`src/design/tpt_pkg.sv`:
```
// Constants, register map and helpers of the period timer
package tpt_pkg;

  localparam int unsigned DATA_W = 32;

  // Register byte offsets
  localparam logic [7:0] OFS_CONTROL  = 8'h00;
  localparam logic [7:0] OFS_COUNT    = 8'h04;
  localparam logic [7:0] OFS_PERIOD   = 8'h08;
  localparam logic [7:0] OFS_FLAGS    = 8'h0c;
  localparam logic [7:0] OFS_CLEAR    = 8'h10;
  localparam logic [7:0] OFS_ENABLES  = 8'h14;
  localparam logic [7:0] OFS_PRIORITY = 8'h18;

  // Control register layout
  localparam int unsigned CTRL_PRESC_LSB = 0;
  localparam int unsigned CTRL_PRESC_MSB = 1;
  localparam int unsigned CTRL_RUN_BIT   = 2;
  localparam int unsigned CTRL_POST_LSB  = 3;
  localparam int unsigned CTRL_POST_MSB  = 6;
  localparam logic [7:0]  CTRL_WR_MASK   = 8'h7f;

  // Timer bit within the flag, clear, enable and priority registers
  localparam int unsigned FLAG_BIT = 1;

  // Reset values
  localparam logic [7:0] CTRL_RST   = 8'h00;
  localparam logic [7:0] COUNT_RST  = 8'h00;
  localparam logic [7:0] PERIOD_RST = 8'hff;

  // Instruction clock is the reference clock divided by four
  localparam logic [1:0] INSTR_DIV_LAST = 2'h3;

  // Last prescaler state for each divide ratio
  localparam logic [3:0] PRESC_LAST_1  = 4'h0;
  localparam logic [3:0] PRESC_LAST_4  = 4'h3;
  localparam logic [3:0] PRESC_LAST_16 = 4'hf;
  localparam logic [1:0] PRESC_SEL_1   = 2'h0;
  localparam logic [1:0] PRESC_SEL_4   = 2'h1;

  localparam logic [1:0] HTRANS_NONSEQ = 2'h2;

  // Prescaler terminal state from the select code; 1x means 16
  function automatic logic [3:0] tpt_presc_last(input logic [1:0] sel);
    case (sel)
      PRESC_SEL_1: tpt_presc_last = PRESC_LAST_1;
      PRESC_SEL_4: tpt_presc_last = PRESC_LAST_4;
      default:     tpt_presc_last = PRESC_LAST_16;
    endcase
  endfunction

  // Register offset from a bus address; upper bits are not decoded
  function automatic logic [7:0] tpt_ofs(input logic [DATA_W-1:0] addr);
    tpt_ofs = addr[7:0];
  endfunction

endpackage

```
`src/design/tpt_core_if.sv`:
```
// Control and status signals between the register block and the count core
`timescale 1ns/100ps
interface tpt_core_if;
  logic       instr_tick;
  logic       run;
  logic [1:0] presc_sel;
  logic [3:0] post_sel;
  logic       scaler_clr;
  logic       count_wr;
  logic [7:0] count_wdata;
  logic [7:0] period;
  logic [7:0] count;
  logic       match;
  logic       post_event;

  modport ctrl (
    output instr_tick, run, presc_sel, post_sel, scaler_clr,
    output count_wr, count_wdata, period,
    input  count, match, post_event
  );

  modport core (
    input  instr_tick, run, presc_sel, post_sel, scaler_clr,
    input  count_wr, count_wdata, period,
    output count, match, post_event
  );
endinterface

```
`src/design/tpt_count_core.sv`:
```
// Prescaler, count register and postscaler of the period timer
`timescale 1ns/100ps
module tpt_count_core
  import tpt_pkg::*;
(
  // Clock and reset
  input  wire logic i_ref_clk,
  input  wire logic i_rst_n,
  // Register block side
  tpt_core_if.core  bus
);
  import tpt_pkg::*;

  logic [3:0] presc_reg;
  logic [3:0] post_reg;
  logic [7:0] count_reg;
  logic       match_reg;
  logic       post_event_reg;
  logic       presc_step;
  logic       inc;
  logic       wrap;

  // Timer advances only while running, on an instruction clock tick
  assign presc_step = bus.run && bus.instr_tick;
  assign inc        = presc_step && (presc_reg == tpt_presc_last(bus.presc_sel));
  assign wrap       = inc && (count_reg == bus.period);

  always_ff @(posedge i_ref_clk or negedge i_rst_n) begin
    if (!i_rst_n) begin
      presc_reg <= 4'h0;
    end else if (bus.scaler_clr) begin
      presc_reg <= 4'h0;
    end else if (presc_step) begin
      presc_reg <= inc ? 4'h0 : presc_reg + 4'h1;
    end
  end

  // A software write beats a same-cycle increment
  always_ff @(posedge i_ref_clk or negedge i_rst_n) begin
    if (!i_rst_n) begin
      count_reg <= COUNT_RST;
    end else if (bus.count_wr) begin
      count_reg <= bus.count_wdata;
    end else if (inc) begin
      count_reg <= wrap ? 8'h00 : count_reg + 8'h01;
    end
  end

  always_ff @(posedge i_ref_clk or negedge i_rst_n) begin
    if (!i_rst_n) begin
      match_reg <= 1'b0;
    end else begin
      match_reg <= wrap && !bus.count_wr;
    end
  end

  // Postscaler counts registered matches
  always_ff @(posedge i_ref_clk or negedge i_rst_n) begin
    if (!i_rst_n) begin
      post_reg       <= 4'h0;
      post_event_reg <= 1'b0;
    end else if (bus.scaler_clr) begin
      post_reg       <= 4'h0;
      post_event_reg <= 1'b0;
    end else begin
      post_event_reg <= match_reg && (post_reg == bus.post_sel);
      if (match_reg) begin
        post_reg <= (post_reg == bus.post_sel) ? 4'h0 : post_reg + 4'h1;
      end
    end
  end

  assign bus.count      = count_reg;
  assign bus.match      = match_reg;
  assign bus.post_event = post_event_reg;

endmodule // tpt_count_core

```
`src/design/tpt_timer.sv`:
```
// Period timer top: AHB-Lite register slave, interrupts and count core
//
// Decided for this implementation: the placing of the registers and the AHB-Lite register port.
`timescale 1ns/100ps
module tpt_timer
  import tpt_pkg::*;
(
  // Clock and reset
  input  wire logic                      i_ref_clk,
  input  wire logic                      i_rst_n,
  // AHB-Lite slave
  input  wire logic                      i_hsel,
  input  wire logic [tpt_pkg::DATA_W-1:0] i_haddr,
  input  wire logic [1:0]                i_htrans,
  input  wire logic                      i_hwrite,
  input  wire logic [2:0]                i_hsize,
  input  wire logic                      i_hready,
  input  wire logic [tpt_pkg::DATA_W-1:0] i_hwdata,
  output logic [tpt_pkg::DATA_W-1:0]     o_hrdata,
  output logic                           o_hreadyout,
  output logic                           o_hresp,
  // Interrupt requests
  output logic                           o_irq,
  output logic                           o_irq_high,
  output logic                           o_irq_low,
  // Serial port and capture/compare time base
  output logic                           o_serial_port_tick,
  output logic [7:0]                     o_timebase_count,
  output logic                           o_timebase_match
);
  import tpt_pkg::*;

  tpt_core_if core_bus ();

  logic [1:0]        div_reg;
  logic [7:0]        ctrl_reg;
  logic [7:0]        period_reg;
  logic              flag_reg;
  logic              enable_reg;
  logic              prio_reg;
  logic              irq_reg;
  logic              irq_high_reg;
  logic              irq_low_reg;
  logic              wr_pend_reg;
  logic [7:0]        wr_ofs_reg;
  logic [DATA_W-1:0] rdata_reg;
  logic [DATA_W-1:0] rdata_next;
  logic              addr_phase;
  logic              wr_ctrl;
  logic              wr_count;
  logic              flag_clr;

  // Every transfer is accepted with no wait state
  assign addr_phase  = i_hsel && i_htrans[1] && i_hready;
  assign o_hreadyout = 1'b1;
  assign o_hresp     = 1'b0;
  assign o_hrdata    = rdata_reg;

  always_ff @(posedge i_ref_clk or negedge i_rst_n) begin
    if (!i_rst_n) begin
      wr_pend_reg <= 1'b0;
      wr_ofs_reg  <= 8'h00;
    end else begin
      wr_pend_reg <= addr_phase && i_hwrite;
      if (addr_phase) begin
        wr_ofs_reg <= tpt_ofs(i_haddr);
      end
    end
  end

  assign wr_ctrl  = wr_pend_reg && (wr_ofs_reg == OFS_CONTROL);
  assign wr_count = wr_pend_reg && (wr_ofs_reg == OFS_COUNT);
  assign flag_clr = wr_pend_reg && (wr_ofs_reg == OFS_CLEAR) && i_hwdata[FLAG_BIT];

  // Read data is sampled at the address phase; unmapped offsets read zero
  always_comb begin
    rdata_next = '0;
    case (tpt_ofs(i_haddr))
      OFS_CONTROL:  rdata_next[7:0] = ctrl_reg;
      OFS_COUNT:    rdata_next[7:0] = core_bus.count;
      OFS_PERIOD:   rdata_next[7:0] = period_reg;
      OFS_FLAGS:    rdata_next[FLAG_BIT] = flag_reg;
      OFS_ENABLES:  rdata_next[FLAG_BIT] = enable_reg;
      OFS_PRIORITY: rdata_next[FLAG_BIT] = prio_reg;
      default:      rdata_next = '0;
    endcase
  end

  always_ff @(posedge i_ref_clk or negedge i_rst_n) begin
    if (!i_rst_n) begin
      rdata_reg <= '0;
    end else if (addr_phase && !i_hwrite) begin
      rdata_reg <= rdata_next;
    end
  end

  // Instruction clock enable; free running so the bus never alters its phase
  always_ff @(posedge i_ref_clk or negedge i_rst_n) begin
    if (!i_rst_n) begin
      div_reg <= 2'h0;
    end else begin
      div_reg <= div_reg + 2'h1;
    end
  end

  always_ff @(posedge i_ref_clk or negedge i_rst_n) begin
    if (!i_rst_n) begin
      ctrl_reg <= CTRL_RST;
    end else if (wr_ctrl) begin
      ctrl_reg <= i_hwdata[7:0] & CTRL_WR_MASK;
    end
  end

  always_ff @(posedge i_ref_clk or negedge i_rst_n) begin
    if (!i_rst_n) begin
      period_reg <= PERIOD_RST;
    end else if (wr_pend_reg && (wr_ofs_reg == OFS_PERIOD)) begin
      period_reg <= i_hwdata[7:0];
    end
  end

  always_ff @(posedge i_ref_clk or negedge i_rst_n) begin
    if (!i_rst_n) begin
      enable_reg <= 1'b0;
      prio_reg   <= 1'b0;
    end else if (wr_pend_reg) begin
      if (wr_ofs_reg == OFS_ENABLES) begin
        enable_reg <= i_hwdata[FLAG_BIT];
      end
      if (wr_ofs_reg == OFS_PRIORITY) begin
        prio_reg <= i_hwdata[FLAG_BIT];
      end
    end
  end

  // A postscaler event in the clearing cycle wins over the clear
  always_ff @(posedge i_ref_clk or negedge i_rst_n) begin
    if (!i_rst_n) begin
      flag_reg <= 1'b0;
    end else if (core_bus.post_event) begin
      flag_reg <= 1'b1;
    end else if (flag_clr) begin
      flag_reg <= 1'b0;
    end
  end

  always_ff @(posedge i_ref_clk or negedge i_rst_n) begin
    if (!i_rst_n) begin
      irq_reg      <= 1'b0;
      irq_high_reg <= 1'b0;
      irq_low_reg  <= 1'b0;
    end else begin
      irq_reg      <= flag_reg && enable_reg;
      irq_high_reg <= flag_reg && enable_reg && prio_reg;
      irq_low_reg  <= flag_reg && enable_reg && !prio_reg;
    end
  end

  assign o_irq      = irq_reg;
  assign o_irq_high = irq_high_reg;
  assign o_irq_low  = irq_low_reg;

  // Core control; a control write clears scalers but never loads the count
  assign core_bus.instr_tick  = (div_reg == INSTR_DIV_LAST);
  assign core_bus.run         = ctrl_reg[CTRL_RUN_BIT];
  assign core_bus.presc_sel   = ctrl_reg[CTRL_PRESC_MSB:CTRL_PRESC_LSB];
  assign core_bus.post_sel    = ctrl_reg[CTRL_POST_MSB:CTRL_POST_LSB];
  assign core_bus.scaler_clr  = wr_ctrl || wr_count;
  assign core_bus.count_wr    = wr_count;
  assign core_bus.count_wdata = i_hwdata[7:0];
  assign core_bus.period      = period_reg;

  tpt_count_core u_core (
    .i_ref_clk (i_ref_clk),
    .i_rst_n   (i_rst_n),
    .bus       (core_bus)
  );

  assign o_serial_port_tick = core_bus.match;
  assign o_timebase_count   = core_bus.count;
  assign o_timebase_match   = core_bus.match;

endmodule // tpt_timer

```
`config.mk`:
```
export PLATFORM = sky130hd
export DESIGN_NAME = tpt_timer
export DESIGN_NICKNAME = d
export VERILOG_FILES = /design/src/design/tpt_pkg.sv /design/src/design/tpt_core_if.sv /design/src/design/tpt_count_core.sv /design/src/design/tpt_timer.sv
export SDC_FILE = /design/constraint.sdc
export NUM_CORES = 1
export LEC_CHECK = 0
export BUFFER_PORTS_ARGS = -buffer_cell sky130_fd_sc_hd__buf_2
export CAP_MARGIN = 20
export CORE_MARGIN = 5
export CORE_UTILIZATION = 49
export DETAILED_ROUTE_END_ITERATION = 10
export PLACE_DENSITY = 0.8
export SLEW_MARGIN = 25
export SYNTH_ARGS = -nofsm -noshare
export SYNTH_HDL_FRONTEND = slang
export SYNTH_HIERARCHICAL = 1
export SYNTH_SLANG_ARGS = --single-unit
```
`constraint.sdc`:
```
create_clock -name i_ref_clk -period 2.7 [get_ports i_ref_clk]
set_input_delay 0.54 -clock i_ref_clk [delete_from_list [all_inputs] [get_ports i_ref_clk]]
set_output_delay 0.54 -clock i_ref_clk [all_outputs]
set_load 0.02 [all_outputs]
```
Word-level counts from Yosys, hierarchy flattened
Index checks and enable logic that the tools add are counted.

Word-level logic and storage cells: 82. Output and inout port bits: 47. Bits of input ports: 74. Register bits: 58.

Reductions and logical operators: 30. Add/sub/neg operators: 4. Eq/ne operators: 15. Multiplexer cells: 16.

Operators with widths (number): $eq A8 B5 Y1 const B (5); $eq A8 B4 Y1 const B (3); $mux W4 (6); $mux W8 (3); $pmux W6 S3 (1); $logic_and A1 B1 Y1 (17); $eq A8 B3 Y1 const B (2); $logic_not A8 Y1 (2); $add A4 B1 Y4 const B (2); $add A8 B1 Y8 const B (1); $eq A4 B4 Y1 (2); $eq A8 B8 Y1 (1); $pmux W4 S2 (1); $reduce_bool A2 Y1 (4); $pmux W1 S6 (1); $reduce_and A2 Y1 (2); $logic_not A1 Y1 (3); $mux W1 (3); $pmux W1 S3 (1); $add A2 B1 Y2 const B (1); $eq A2 B1 Y1 const B (1); $eq A2 B2 Y1 const B (1); $logic_not A2 Y1 (1); $logic_or A1 B1 Y1 (1).

Depth between registers and ports, before layout
Gate-level depths: netlist of run 1.

Depth in word-level cells: 8. Depth in mapped cells: 7. Depth with buffers taken out: 6.

Modules after synthesis
The synthesis of run 1 kept the hierarchy.

Modules (own cells, without submodules): tpt_timer (area each 1985.7 um2, cells each 161, times used 1); tpt_count_core (area each 1151.1 um2, cells each 126, times used 1).

Least setup slack after synthesis of run 1
No wires, ideal clock.

Path type: reg-to-reg. Start point: register wr_ofs_reg[5]. End point: register u_core.count_reg[7], in the netlist u_core/bus.count[7]. Cell stages (with the launch flop): 8. Required time: 2.564 ns. Clock period less this slack: 1.905 ns. Library setup time: 0.136 ns. Arrival time: 1.768 ns. Slack: 0.795 ns. Cells stage by stage: dfrtp_1 -> nor4b_4 -> nand2b_1 -> nor4_1 -> clkbuf_1 -> nor3_1 -> a22oi_1 -> o21ai_0.

Longest elaborated chain between the ends: 3.

RTL lines: from (decl) (line tpt_timer.sv:45) `logic [7:0] wr_ofs_reg;`; from (signal assigned) (line tpt_timer.sv:66) `wr_ofs_reg <= tpt_ofs(i_haddr);`; $eq A8 B3 Y1 (*) (line tpt_timer.sv:72) `assign wr_count = wr_pend_reg && (wr_ofs_reg == OFS_COUNT);`; $logic_and A1 B1 Y1 (*) (line tpt_timer.sv:72); net core_bus.count_wr (line tpt_core_if.sv:9) `logic count_wr;`; $mux W8 or $reduce_bool A2 Y1 (tied branches); to (signal assigned) (line tpt_count_core.sv:43) `count_reg <= bus.count_wdata;`; to (signal assigned) (line tpt_count_core.sv:45) `count_reg <= wrap ? 8'h00 : count_reg + 8'h01;`; to (decl) (line tpt_count_core.sv:16) `logic [7:0] count_reg;`.

Mark *: on every way through the listed nets, which the timed path passes. The rest lies on a longest branch. A chain may end at the register's enable or synchronous reset.

Worst setup path in the final report of run 1
Start point: register wr_ofs_reg[5]. End point: register u_core.count_reg[3], in the netlist u_core/bus.count[3].

The elaborated chain is that of the path after synthesis.

==> metrics.md, run 1 <==
| Metric | Value |
|---|---|
| Post-synth EDFFs | `0` |
| Final Wtd Congestion | `0.864` |
| Final std cells w/o fill | `417` |
| Vias in the first global route | `2291` |
| Post-synthesis sequential area ratio | `46.6%` |
| Startpoint types | `register` |
| Num rows | `29` |
| Yosys reg bits | `58` |
| Ant diodes | `0` |
| Slew headroom | `61.0%` |
| Final Instance Area | `3530 um^2` |
| Wire per inst | `16.5 um` |
| Ys Warns | `6` |
| Worst-path cell chain | `nor4b_4, nand2b_1, nor4_2, buf_4, nor2_1, a32oi_1, nand2_1` |
| Layout area overhead | `12.6%` |
| I/O Buffers | `42` |
| Slowest cell on crit path | `dfrtp_1` |
| Outcome | `finished, final reports clean` |
| Setup CP Type | `reg -> reg` |
| Minimum clock period | `2.08 ns` |
| First-pass GRT wire length | `11300 um` |
| Placed Cells | `401` |
| Max-cap viol count | `0` |
| H-Tree Depth | `3` |
| CTS tree | `done` |
| Top post-synthesis cells by area | `dfrtp_1, mux2_2, dfstp_2, buf_4, a22oi_1` |
| Crit Path Max Fanout | `21` |
| Peak supply drop | `0.000606 V` |
| Fillers | `566` |
| CTS buffer count | `9` |
| Power Dens Cells | `695 nW/um^2` |
| Share of post-route cells with drive strength above 1 | `32.4%` |
| Via density | `5.53` |
| WP data arrival | `2.31 ns` |
| Final Max Slew Viols | `0` |
| Total congestion overflow | `0` |
| CP delay by family, top | `simple AND/OR/NAND/NOR gates` |
| Synth unique cells | `56` |
| Share of the synthesized area in the top cell type | `39.9%` |
| Fin crit share | `77.1%` |
| FMAX | `481 MHz` |
| I/O pin total | `121` |
| First-pass detailed-route iteration total | `4` |
| Resize count post-CTS | `0` |
| HP Class | `in -> async` |
| CP required | `2.93 ns` |
| Commonest non-fill, non-tap cell in the layout | `dfrtp_1` |
| Synthesized area per cell | `10.9 um^2` |
| Worst Skew | `0.00764 ns` |
| Post-CTS Hold Buffers | `0` |
| RSZ-0062 raised after global routing | `no` |
| CP peak stage delay | `0.42 ns` |
| Die height | `90.0 um` |
| Initial antenna violation count | `0` |
| Lkg Pwr | `1.61 nW` |
| Clock sink total | `58` |
| Top_reg_cell synth | `dfrtp_1` |
| Asr flop ratio synth | `100%` |
| Setup tns final | `0 ns` |
| Initial core utilization | `50.0%` |
| Core area | `6280 um^2` |
| Clock buffer depth | `2` |
| R2R setup slack | `0.62 ns` |
| Cell taking the most area after synthesis | `dfrtp_1` |
| Syn Std Cell Area | `3140 um^2` |
| Via count | `2305` |
| Clock Latency Late Sink | `0.34 ns` |
| WL final | `6870 um` |
| Reg clk slew, reported paths | `0.06 ns` |
| DP Area | `3350 um^2` |
| HPWL after DPL | `5090 um` |
| Clk root buf | `clkbuf_8` |
| Die area | `8100 um^2` |
| Post-route ant nets | `0` |
| Buffers and inverters on the worst path | `1` |
| Fin util | `56.2%` |
| Crit. End Element | `register` |
| Final hold vios | `0` |
| Die X | `90.0 um` |
| NumNets Final | `413` |
| Cells after Synth | `287` |
| Iteration-0 DRC Markers | `134` |
| # setup viols final | `0` |
| Residual DRC | `0` |
| Largest net degree at the start of global routing | `27` |
| Slew @ Worst Pin | `0.584 ns` |
| Global-route usage over all layers | `17.2%` |
| Commonest non-fill, non-tap cells in the layout | `dfrtp_1, buf_2, conb_1, mux2_2, a22oi_1` |
| Min Hold Slack | `0.0875 ns` |
| Post-CTS setup buffers | `0` |
==> cells in the mapped netlist, types with 2 or more instances <==
cell and count:
dfrtp_1 50, nor3_1 9, a21oi_1 13, mux2_2 25, ha_1 4, a22oi_1 16, nor4b_4 2, nand2_1 14
clkbuf_1 7, nand4b_1 2, o21ai_1 3, nor2b_1 7, conb_1 2, dfstp_2 8, mux2i_1 4, or4_4 2
inv_1 3, o21ai_0 13, nor4_2 2, a221o_1 2, or3_1 2, nand3_1 11, buf_4 27, nand2b_1 5
nor2_1 8, nor4_1 2, xnor2_1 4, and3_1 3, nor3b_1 2, xor2_1 9
==> routing by layer <==
metal  wire [um]  up-vias  part of all wire, %  track usage, %
li1            -     1092                    -               -
met1        3040     1134                   44            22.9
met2        3340       72                   49            26.7
met3         414        7                  6.0            4.34
met4          81        0                  1.2            7.20
met5           0        -                    0               0
==> cell families (layout without fill, tap and decap cells) <==
logic type,after synthesis,in the layout,synth area share [%]
AND/OR/NAND/NOR,81,81,16.4
AO/OA/AOI/OAI,60,60,12.8
flip-flops,58,58,46.6
buffers and inverters,39,68,8.14
multiplexers,30,30,10.6
XOR/XNOR,13,13,3.63
adder cells (fa/ha/maj),4,4,1.60
other,2,26,0.239
==> power by group <==
group          leakage [nW]  internal, W  switching, W  total, W
logic                 0.791     0.000237      0.000334  0.000572
clock network        0.0965     0.000406      0.000324  0.000730
registers             0.722     0.000979      0.000176   0.00115
total                  1.61      0.00162      0.000834   0.00246
==> area by class of cell <==
type                    count  area, um^2  area share [%]
well taps                  77        96.3            2.73
inverters                   3        11.3           0.319
repair buffers             49         263            7.44
clock inverters             2        10.0           0.283
multi-input cells         214        1520            42.9
clock buffers              14         173            4.89
flip-flops and latches     58        1460            41.4
==> worst paths after layout <==
path                          startpoint                   to  cells after the start
min in group i_ref_clk        div_reg[0]           div_reg[0]                      1
max                        wr_ofs_reg[5]  u_core/bus.count[3]                      7
max in group asynchronous        i_rst_n   core_bus.period[4]                      2
min                              i_rst_n        wr_ofs_reg[7]                      1
max reg2reg                wr_ofs_reg[5]  u_core/bus.count[3]                      7
min reg2reg                   div_reg[0]           div_reg[0]                      1
==> metrics by stage <==
step | total power [W] | setup slack [ns]
2_1_floorplan | 0.00157 | 0.795
3_3_place_gp | 0.00171 | 0.673
3_5_place_dp | 0.00174 | 0.641
4_1_cts | 0.00247 | 0.629
5_1_grt | 0.00260 | 0.528
6_report | 0.00246 | 0.620
==> worst reg2reg max path, cell delays in order, from the launching register on <==
cell and delay [ns]:
dfrtp_1 0.42, nor4b_4 0.34, nand2b_1 0.22, nor4_2 0.33
buf_4 0.30, nor2_1 0.07, a32oi_1 0.23, nand2_1 0.07
Note: power is estimated with default switching activity, not from simulation.
==> run 2: changes to the inputs <==
==> constraint.sdc (replaced) <==
create_clock -name i_ref_clk -period 2 [get_ports i_ref_clk]
set_input_delay 0.4 -clock i_ref_clk [delete_from_list [all_inputs] [get_ports i_ref_clk]]
set_output_delay 0.4 -clock i_ref_clk [all_outputs]
set_load 0.02 [all_outputs]
==> run 2 against run 1 <==
  * Combinational power up 75%
  * Hold slack got worse by 0.045 ns
  * Setup slack worse by 0.54 ns
  * Critical path type unchanged
  * Critical endpoint is now u_core/bus.count[1]
  * Largest power group unchanged
==> metrics.md, run 2 (same netlist as run 1, synthesis figures left out) <==
| Metric | Value |
|---|---|
| Iteration-0 DRC Markers | `156 (was 134)` |
| CTS tree | `done (unchanged)` |
| Share of post-route cells with drive strength above 1 | `36.6% (was 32.4%)` |
| Crit. End Element | `register (unchanged)` |
| Commonest non-fill, non-tap cells in the layout | `dfrtp_1, buf_2, conb_1, mux2_2, buf_4 (was dfrtp_1, buf_2, conb_1, mux2_2, a22oi_1)` |
| Vias in the first global route | `2286 (was 2291)` |
| Ant diodes | `0 (unchanged)` |
| Outcome | `finished, final reports clean (unchanged)` |
| Post-CTS Hold Buffers | `0 (unchanged)` |
| Slowest cell on crit path | `or4_4 (was dfrtp_1)` |
| I/O Buffers | `42 (unchanged)` |
| Met2 Use GR | `28.0% (was 26.7%)` |
| Worst-path cell chain | `or4_4, a221o_2, buf_12, a22oi_1, o21ai_1 (was nor4b_4, nand2b_1, nor4_2, buf_4, nor2_1, a32oi_1, nand2_1)` |
| NumNets Final | `432 (was 413)` |
| Grt peak-use layer | `met2 (unchanged)` |
| Reg clk slew, reported paths | `0.06 ns (about the same)` |
| Via density | `5.45 (was 5.53)` |
| Num rows | `29 (unchanged)` |
| Final Max Slew Viols | `0 (unchanged)` |
| First-pass GRT wire length | `11600 um (was 11300 um)` |
| Clock Latency Late Sink | `0.34 ns (about the same)` |
| Commonest non-fill, non-tap cell in the layout | `dfrtp_1 (unchanged)` |
| Largest net degree at the start of global routing | `59 (was 27)` |
| Peak supply drop | `0.000868 V (was 0.000606 V)` |
| HPWL after DPL | `5090 um (about the same)` |
| Reg power frac | `41.0% (was 47.0%)` |
| Minimum clock period | `1.92 ns (was 2.08 ns)` |
| Wire per inst | `16.5 um (about the same)` |
| Final Wtd Congestion | `0.825 (was 0.864)` |
| Global-route met3 utilization | `6.18% (was 4.34%)` |
| Die height | `90.0 um (unchanged)` |
| Final Instance Area | `3740 um^2 (was 3530 um^2)` |
| Startpoint types | `register (unchanged)` |
| Overall Power | `0.00359 W (was 0.00246 W)` |
| P_sw | `0.00118 W (was 0.000834 W)` |
| Die X | `90.0 um (unchanged)` |
| Max-cap viol count | `0 (unchanged)` |
| Setup tns final | `0 ns (unchanged)` |
| Crit Path Max Fanout | `6 (was 21)` |
| Clock buffer depth | `2 (unchanged)` |
| Worst Skew | `0.00637 ns (was 0.00764 ns)` |
| Setup CP Type | `reg -> reg (unchanged)` |
| DP Area | `3470 um^2 (was 3350 um^2)` |
| Int Pwr | `0.00241 W (was 0.00162 W)` |
| Final hold vios | `0 (unchanged)` |
| CP required | `2.22 ns (was 2.93 ns)` |
| I/O pin total | `121 (unchanged)` |
| Via count | `2371 (was 2305)` |
| Layout area overhead | `19.2% (was 12.6%)` |
| Gate power share | `28.0% (was 23.3%)` |
| Power Dens Cells | `960 nW/um^2 (was 695 nW/um^2)` |
| Net Sw Frac | `32.9% (was 34.0%)` |
| RSZ-0062 raised after global routing | `no (unchanged)` |
| Initial antenna violation count | `0 (unchanged)` |
| Residual DRC | `0 (unchanged)` |
| FMAX | `520 MHz (was 481 MHz)` |
| Lkg Pwr | `1.73 nW (was 1.61 nW)` |
| WL final | `7190 um (was 6870 um)` |
| Multi-input gate area in the final layout | `1530 um^2 (was 1520 um^2)` |
| Clock share of power | `31.0% (was 29.7%)` |
| Cell depth of the worst flop-to-flop path | `5 (was 7)` |
| Post-route ant nets | `0 (unchanged)` |
| First-pass detailed-route iteration total | `4 (unchanged)` |
| # setup viols final | `0 (unchanged)` |
| Die area | `8100 um^2 (unchanged)` |
| Min Hold Slack | `0.0429 ns (was 0.0875 ns)` |
| CTS buffer count | `9 (unchanged)` |
| Register area | `1460 um^2 (unchanged)` |
| H-Tree Depth | `3 (unchanged)` |
| WP data arrival | `2.15 ns (was 2.31 ns)` |
| Met1 Resource Use GR | `23.0% (was 22.9%)` |
| Clk root buf | `clkbuf_8 (unchanged)` |
| Fillers | `516 (was 566)` |
| Global-route usage over all layers | `17.7% (was 17.2%)` |
| Clock sink total | `58 (unchanged)` |
| Initial core utilization | `50.0% (unchanged)` |
| CP peak stage delay | `0.52 ns (was 0.42 ns)` |
| HP Class | `in -> async (unchanged)` |
| Total congestion overflow | `0 (unchanged)` |
| Fin crit share | `96.1% (was 77.1%)` |
| Core area | `6280 um^2 (unchanged)` |
-- run 2: cell count changes in the layout (fill, tap and decap cells not counted), sizes merged --
cell	change
clkinv	-1
bufinv	+1
buf	+19
clkbuf	-1
-- run 2: repair_timing --
item	in CTS	in global routing
endpoints found under the setup margin	1	13
gates cloned	0	1
hold endpoints to repair	0	0
pin swaps	0	3
setup buffers	0	3
resized for setup	1	3
-- run 2: routing by layer --
metal,routed length [um],up-vias,share of wire [%]
li1,-,1128,-
met1,3160,1153,44
met2,3560,82,49
met3,431,8,6.0
met4,43,0,0.60
met5,0,-,0
-- run 2: final cells by class --
cell class / instances / share of cell area [%]
multi-input cells: 214 / 41.0
flip-flops and latches: 58 / 39.1
repair buffers: 68 / 11.5
clock buffers: 13 / 4.52
well taps: 77 / 2.58
clock inverters: 2 / 0.937
inverters: 3 / 0.301
-- run 2: through the flow --
stage	utilization, %	cells	worst slack, ns
after global placement	55.3	416	0.0240
after global routing	59.6	435	0.00928
after detailed placement	55.3	416	-0.00269
final	59.6	435	0.0777
after floorplan	-	311	0.0953
after CTS	58.6	431	0.0152
-- run 2: final timing paths --
check	startpoint	end	slack (ns)
worst max-delay path	ctrl_reg[1]	u_core/bus.count[1]	0.08
worst min-delay path	i_rst_n	wr_pend_reg	0.04
worst max register to register	ctrl_reg[1]	u_core/bus.count[1]	0.08
worst min register to register	div_reg[0]	div_reg[0]	0.44
max in group asynchronous	i_rst_n	core_bus.period[2]	1.64
min in group i_ref_clk	i_hwrite	wr_pend_reg	0.27
-- run 2: worst max-delay path, delay by kind of cell (launching register included) --
kind                   cells  cell delay [ns]
AOI/OAI and AO/OA          3             0.70
buffers and inverters      1             0.16
DFF                        1             0.41
and+or+nand+nor            1             0.52
-- run 2: power by group through the flow --
stage          clock network, W  registers, W  logic (W)
2_1_floorplan                 0       0.00161   0.000508
3_3_place_gp                  0       0.00148   0.000946
3_5_place_dp                  0       0.00149   0.000973
4_1_cts                 0.00114       0.00147   0.000978
5_1_grt                 0.00119       0.00150    0.00110
6_report                0.00111       0.00147    0.00100
==> run 3: changes to the inputs <==
--- a/config.mk
+++ b/config.mk
@@ -5,12 +5,11 @@
 export SDC_FILE = /design/constraint.sdc
 export NUM_CORES = 1
 export LEC_CHECK = 0
-export BUFFER_PORTS_ARGS = -buffer_cell sky130_fd_sc_hd__buf_2
 export CAP_MARGIN = 20
 export CORE_MARGIN = 5
-export CORE_UTILIZATION = 49
+export CORE_UTILIZATION = 50
 export DETAILED_ROUTE_END_ITERATION = 10
-export PLACE_DENSITY = 0.8
+export DONT_BUFFER_PORTS = 1
 export SLEW_MARGIN = 25
 export SYNTH_ARGS = -nofsm -noshare
 export SYNTH_HDL_FRONTEND = slang
==> run 3 against run 2 <==
  * Cell area down 3.2%
  * Combinational power about the same
  * Clock-buffer cell count down 2
  * Highest routed layer unchanged
  * Cell count down 7.8%
  * Maximum frequency down 0.71%
  * Hold slack better by 0.12 ns
  * Global-route usage up 1.8 points
  * Largest power group unchanged
  * Wire length up 0.61%
  * Sequential power about the same
  * Critical path type unchanged
==> metrics.md, run 3 (same netlist as run 1, synthesis figures left out) <==
| Metric | Value |
|---|---|
| Outcome | `finished, final reports clean (unchanged)` |
| Worst-path cell chain | `or4_4, a221o_2, buf_4, a22oi_2, o21ai_1 (was or4_4, a221o_2, buf_12, a22oi_1, o21ai_1)` |
| Setup CP Type | `reg -> reg (unchanged)` |
| Wire per inst | `18.0 um (was 16.5 um)` |
| Commonest non-fill, non-tap cell in the layout | `dfrtp_1 (unchanged)` |
| Via density | `5.69 (was 5.45)` |
| Clk root buf | `clkbuf_8 (unchanged)` |
| Worst Skew | `0.00741 ns (was 0.00637 ns)` |
| Crit. path cell count | `5 (unchanged)` |
| H-Tree Depth | `3 (unchanged)` |
| First-pass detailed-route iteration total | `4 (unchanged)` |
| Gate power share | `27.0% (was 28.0%)` |
| Vias in the first global route | `2171 (was 2286)` |
| Clock sink total | `58 (unchanged)` |
| Reg power frac | `39.7% (was 41.0%)` |
| Slowest cell on crit path | `or4_4 (unchanged)` |
| Via count | `2281 (was 2371)` |
| Multi-input gate area in the final layout | `1540 um^2 (was 1530 um^2)` |
| P_sw | `0.00118 W (about the same)` |
| HPWL after DPL | `5080 um (was 5090 um)` |
| First-pass GRT wire length | `11400 um (was 11600 um)` |
| Fin crit share | `96.8% (was 96.1%)` |
| CP peak stage delay | `0.50 ns (was 0.52 ns)` |
| Ant diodes | `0 (unchanged)` |
| Crit Path Max Fanout | `8 (was 6)` |
| Commonest non-fill, non-tap cells in the layout | `dfrtp_1, buf_4, conb_1, mux2_2, a22oi_1 (was dfrtp_1, buf_2, conb_1, mux2_2, buf_4)` |
| HP Class | `in -> reg (was in -> async)` |
| FMAX | `517 MHz (was 520 MHz)` |
| WP data arrival | `2.16 ns (was 2.15 ns)` |
| # setup viols final | `0 (unchanged)` |
| Setup crit end | `u_core/bus.count[1] (unchanged)` |
| Min Hold Slack | `0.167 ns (was 0.0429 ns)` |
| Minimum clock period | `1.94 ns (was 1.92 ns)` |
| R2R setup slack | `0.06 ns (was 0.08 ns)` |
| Layout area overhead | `15.3% (was 19.2%)` |
| Placement Setup Slack | `-0.0146 ns (was -0.00269 ns)` |
| Share of post-route cells with drive strength above 1 | `30.4% (was 36.6%)` |
| WL final | `7230 um (was 7190 um)` |
| R2r startpoint | `ctrl_reg[1] (unchanged)` |
| Buffers and inverters on the worst path | `1 (unchanged)` |
| Reg clk slew, reported paths | `0.07 ns (was 0.06 ns)` |
| Final Instance Area | `3620 um^2 (was 3740 um^2)` |
| Max-cap viol count | `0 (unchanged)` |
| Final Max Slew Viols | `0 (unchanged)` |
| Iteration-0 DRC Markers | `105 (was 156)` |
| I/O Buffers | `0 (was 42)` |
| Lkg Pwr | `1.59 nW (was 1.73 nW)` |
| Post-route ant nets | `0 (unchanged)` |
| Final hold vios | `0 (unchanged)` |
| Largest net degree at the start of global routing | `59 (unchanged)` |
| Startpoint types | `register (unchanged)` |
| Num rows | `28 (was 29)` |
| Die X | `89.2 um (was 90.0 um)` |
| NumNets Final | `399 (was 432)` |
| Initial core utilization | `52.1% (was 50.0%)` |
| WHS Path Cells | `2` |
| Initial antenna violation count | `0 (unchanged)` |
| I/O pin total | `121 (unchanged)` |
| Global-route usage over all layers | `19.5% (was 17.7%)` |
| Clock Latency Late Sink | `0.34 ns (about the same)` |
| CP delay by family, top | `compound AO/OA/AOI/OAI gates (unchanged)` |
| Int Pwr | `0.00245 W (was 0.00241 W)` |
| Power Dens Cells | `1010 nW/um^2 (was 960 nW/um^2)` |
| Clock buffer depth | `2 (unchanged)` |
| Register area | `1460 um^2 (unchanged)` |
| Die height | `89.2 um (was 90.0 um)` |
| RSZ-0062 raised after global routing | `yes (was no)` |
| Die area | `7960 um^2 (was 8100 um^2)` |
| Total congestion overflow | `0 (unchanged)` |
| CP Launch Point | `ctrl_reg[1] (unchanged)` |
| Crit. End Element | `register (unchanged)` |
| Final Wtd Congestion | `0.849 (was 0.825)` |
| Cell depth of the worst flop-to-flop path | `5 (unchanged)` |
| CTS buffer count | `9 (unchanged)` |
| Core area | `6030 um^2 (was 6280 um^2)` |
| Fillers | `518 (was 516)` |
| Residual DRC | `0 (unchanged)` |
| CTS tree | `done (unchanged)` |
| CP required | `2.22 ns (about the same)` |
| Crit path setup slack, layout | `0.0639 ns (was 0.0777 ns)` |
| Peak supply drop | `0.000578 V (was 0.000868 V)` |
| Clock share of power | `33.3% (was 31.0%)` |
| Net Sw Frac | `32.6% (was 32.9%)` |
| Worst r2r dst | `u_core/bus.count[1] (unchanged)` |
| DP Area | `3290 um^2 (was 3470 um^2)` |
| Hold Crit Start | `i_hwrite` |
==> run 3: power groups by stage <==
stage               Sequential (W)  Clock (W)  Combinational, W
floorplan                  0.00161          0          0.000508
global placement           0.00145          0          0.000908
detailed placement         0.00146          0          0.000917
CTS                        0.00144    0.00124          0.000958
global route               0.00146    0.00129           0.00107
finish                     0.00144    0.00121          0.000981
==> run 3: worst min path at each step <==
stage	to	slack [ns]
3_5_place_dp	wr_pend_reg	0.11
3_3_place_gp	wr_ofs_reg[6]	0.11
5_1_grt	wr_pend_reg	0.15
2_1_floorplan	ctrl_reg[0]	0.10
4_1_cts	wr_pend_reg	0.15
6_report	wr_pend_reg	0.17
==> run 3: per-layer routing <==
metal,up-vias,track usage [%],wire length (um)
met1,1121,25.2,3140
met3,14,5.71,579
li1,1066,-,-
met4,0,9.34,166
met5,-,0,0
met2,80,29.9,3350
==> run 3: timing repair <==
item                                    4_1_cts  5_1_grt
gates resized for setup                       1        6
gates cloned                                  0        1
endpoints found under the hold margin        58        0
endpoints found under the setup margin        1        6
hold buffers                                  2        0
pin swaps                                     0        6
setup buffers                                 0        5
==> run 3: through the flow <==
step	instances	utilization [%]	TNS (ns)	total power, W
floorplan	311	-	0	0.00211
global placement	377	54.5	0	0.00236
detailed placement	377	54.5	-0.0146	0.00238
CTS	395	58.8	0	0.00363
global route	401	60.0	-0.0139	0.00382
finish	401	60.0	0	0.00364
==> run 3: final cells by class <==
class / count / area share (%)
clock inverter: 5 / 2.14
tap: 75 / 2.59
sequential: 58 / 40.4
multi-input combinational: 214 / 42.6
clock buffer: 11 / 3.91
timing repair buffer: 35 / 7.99
inverter: 3 / 0.311
==> run 3: worst register-to-register path, stage by stage (launching register included) <==
cell and delay [ns]:
dfrtp_1 0.43, or4_4 0.50, a221o_2 0.47, buf_4 0.17, a22oi_2 0.16, o21ai_1 0.10
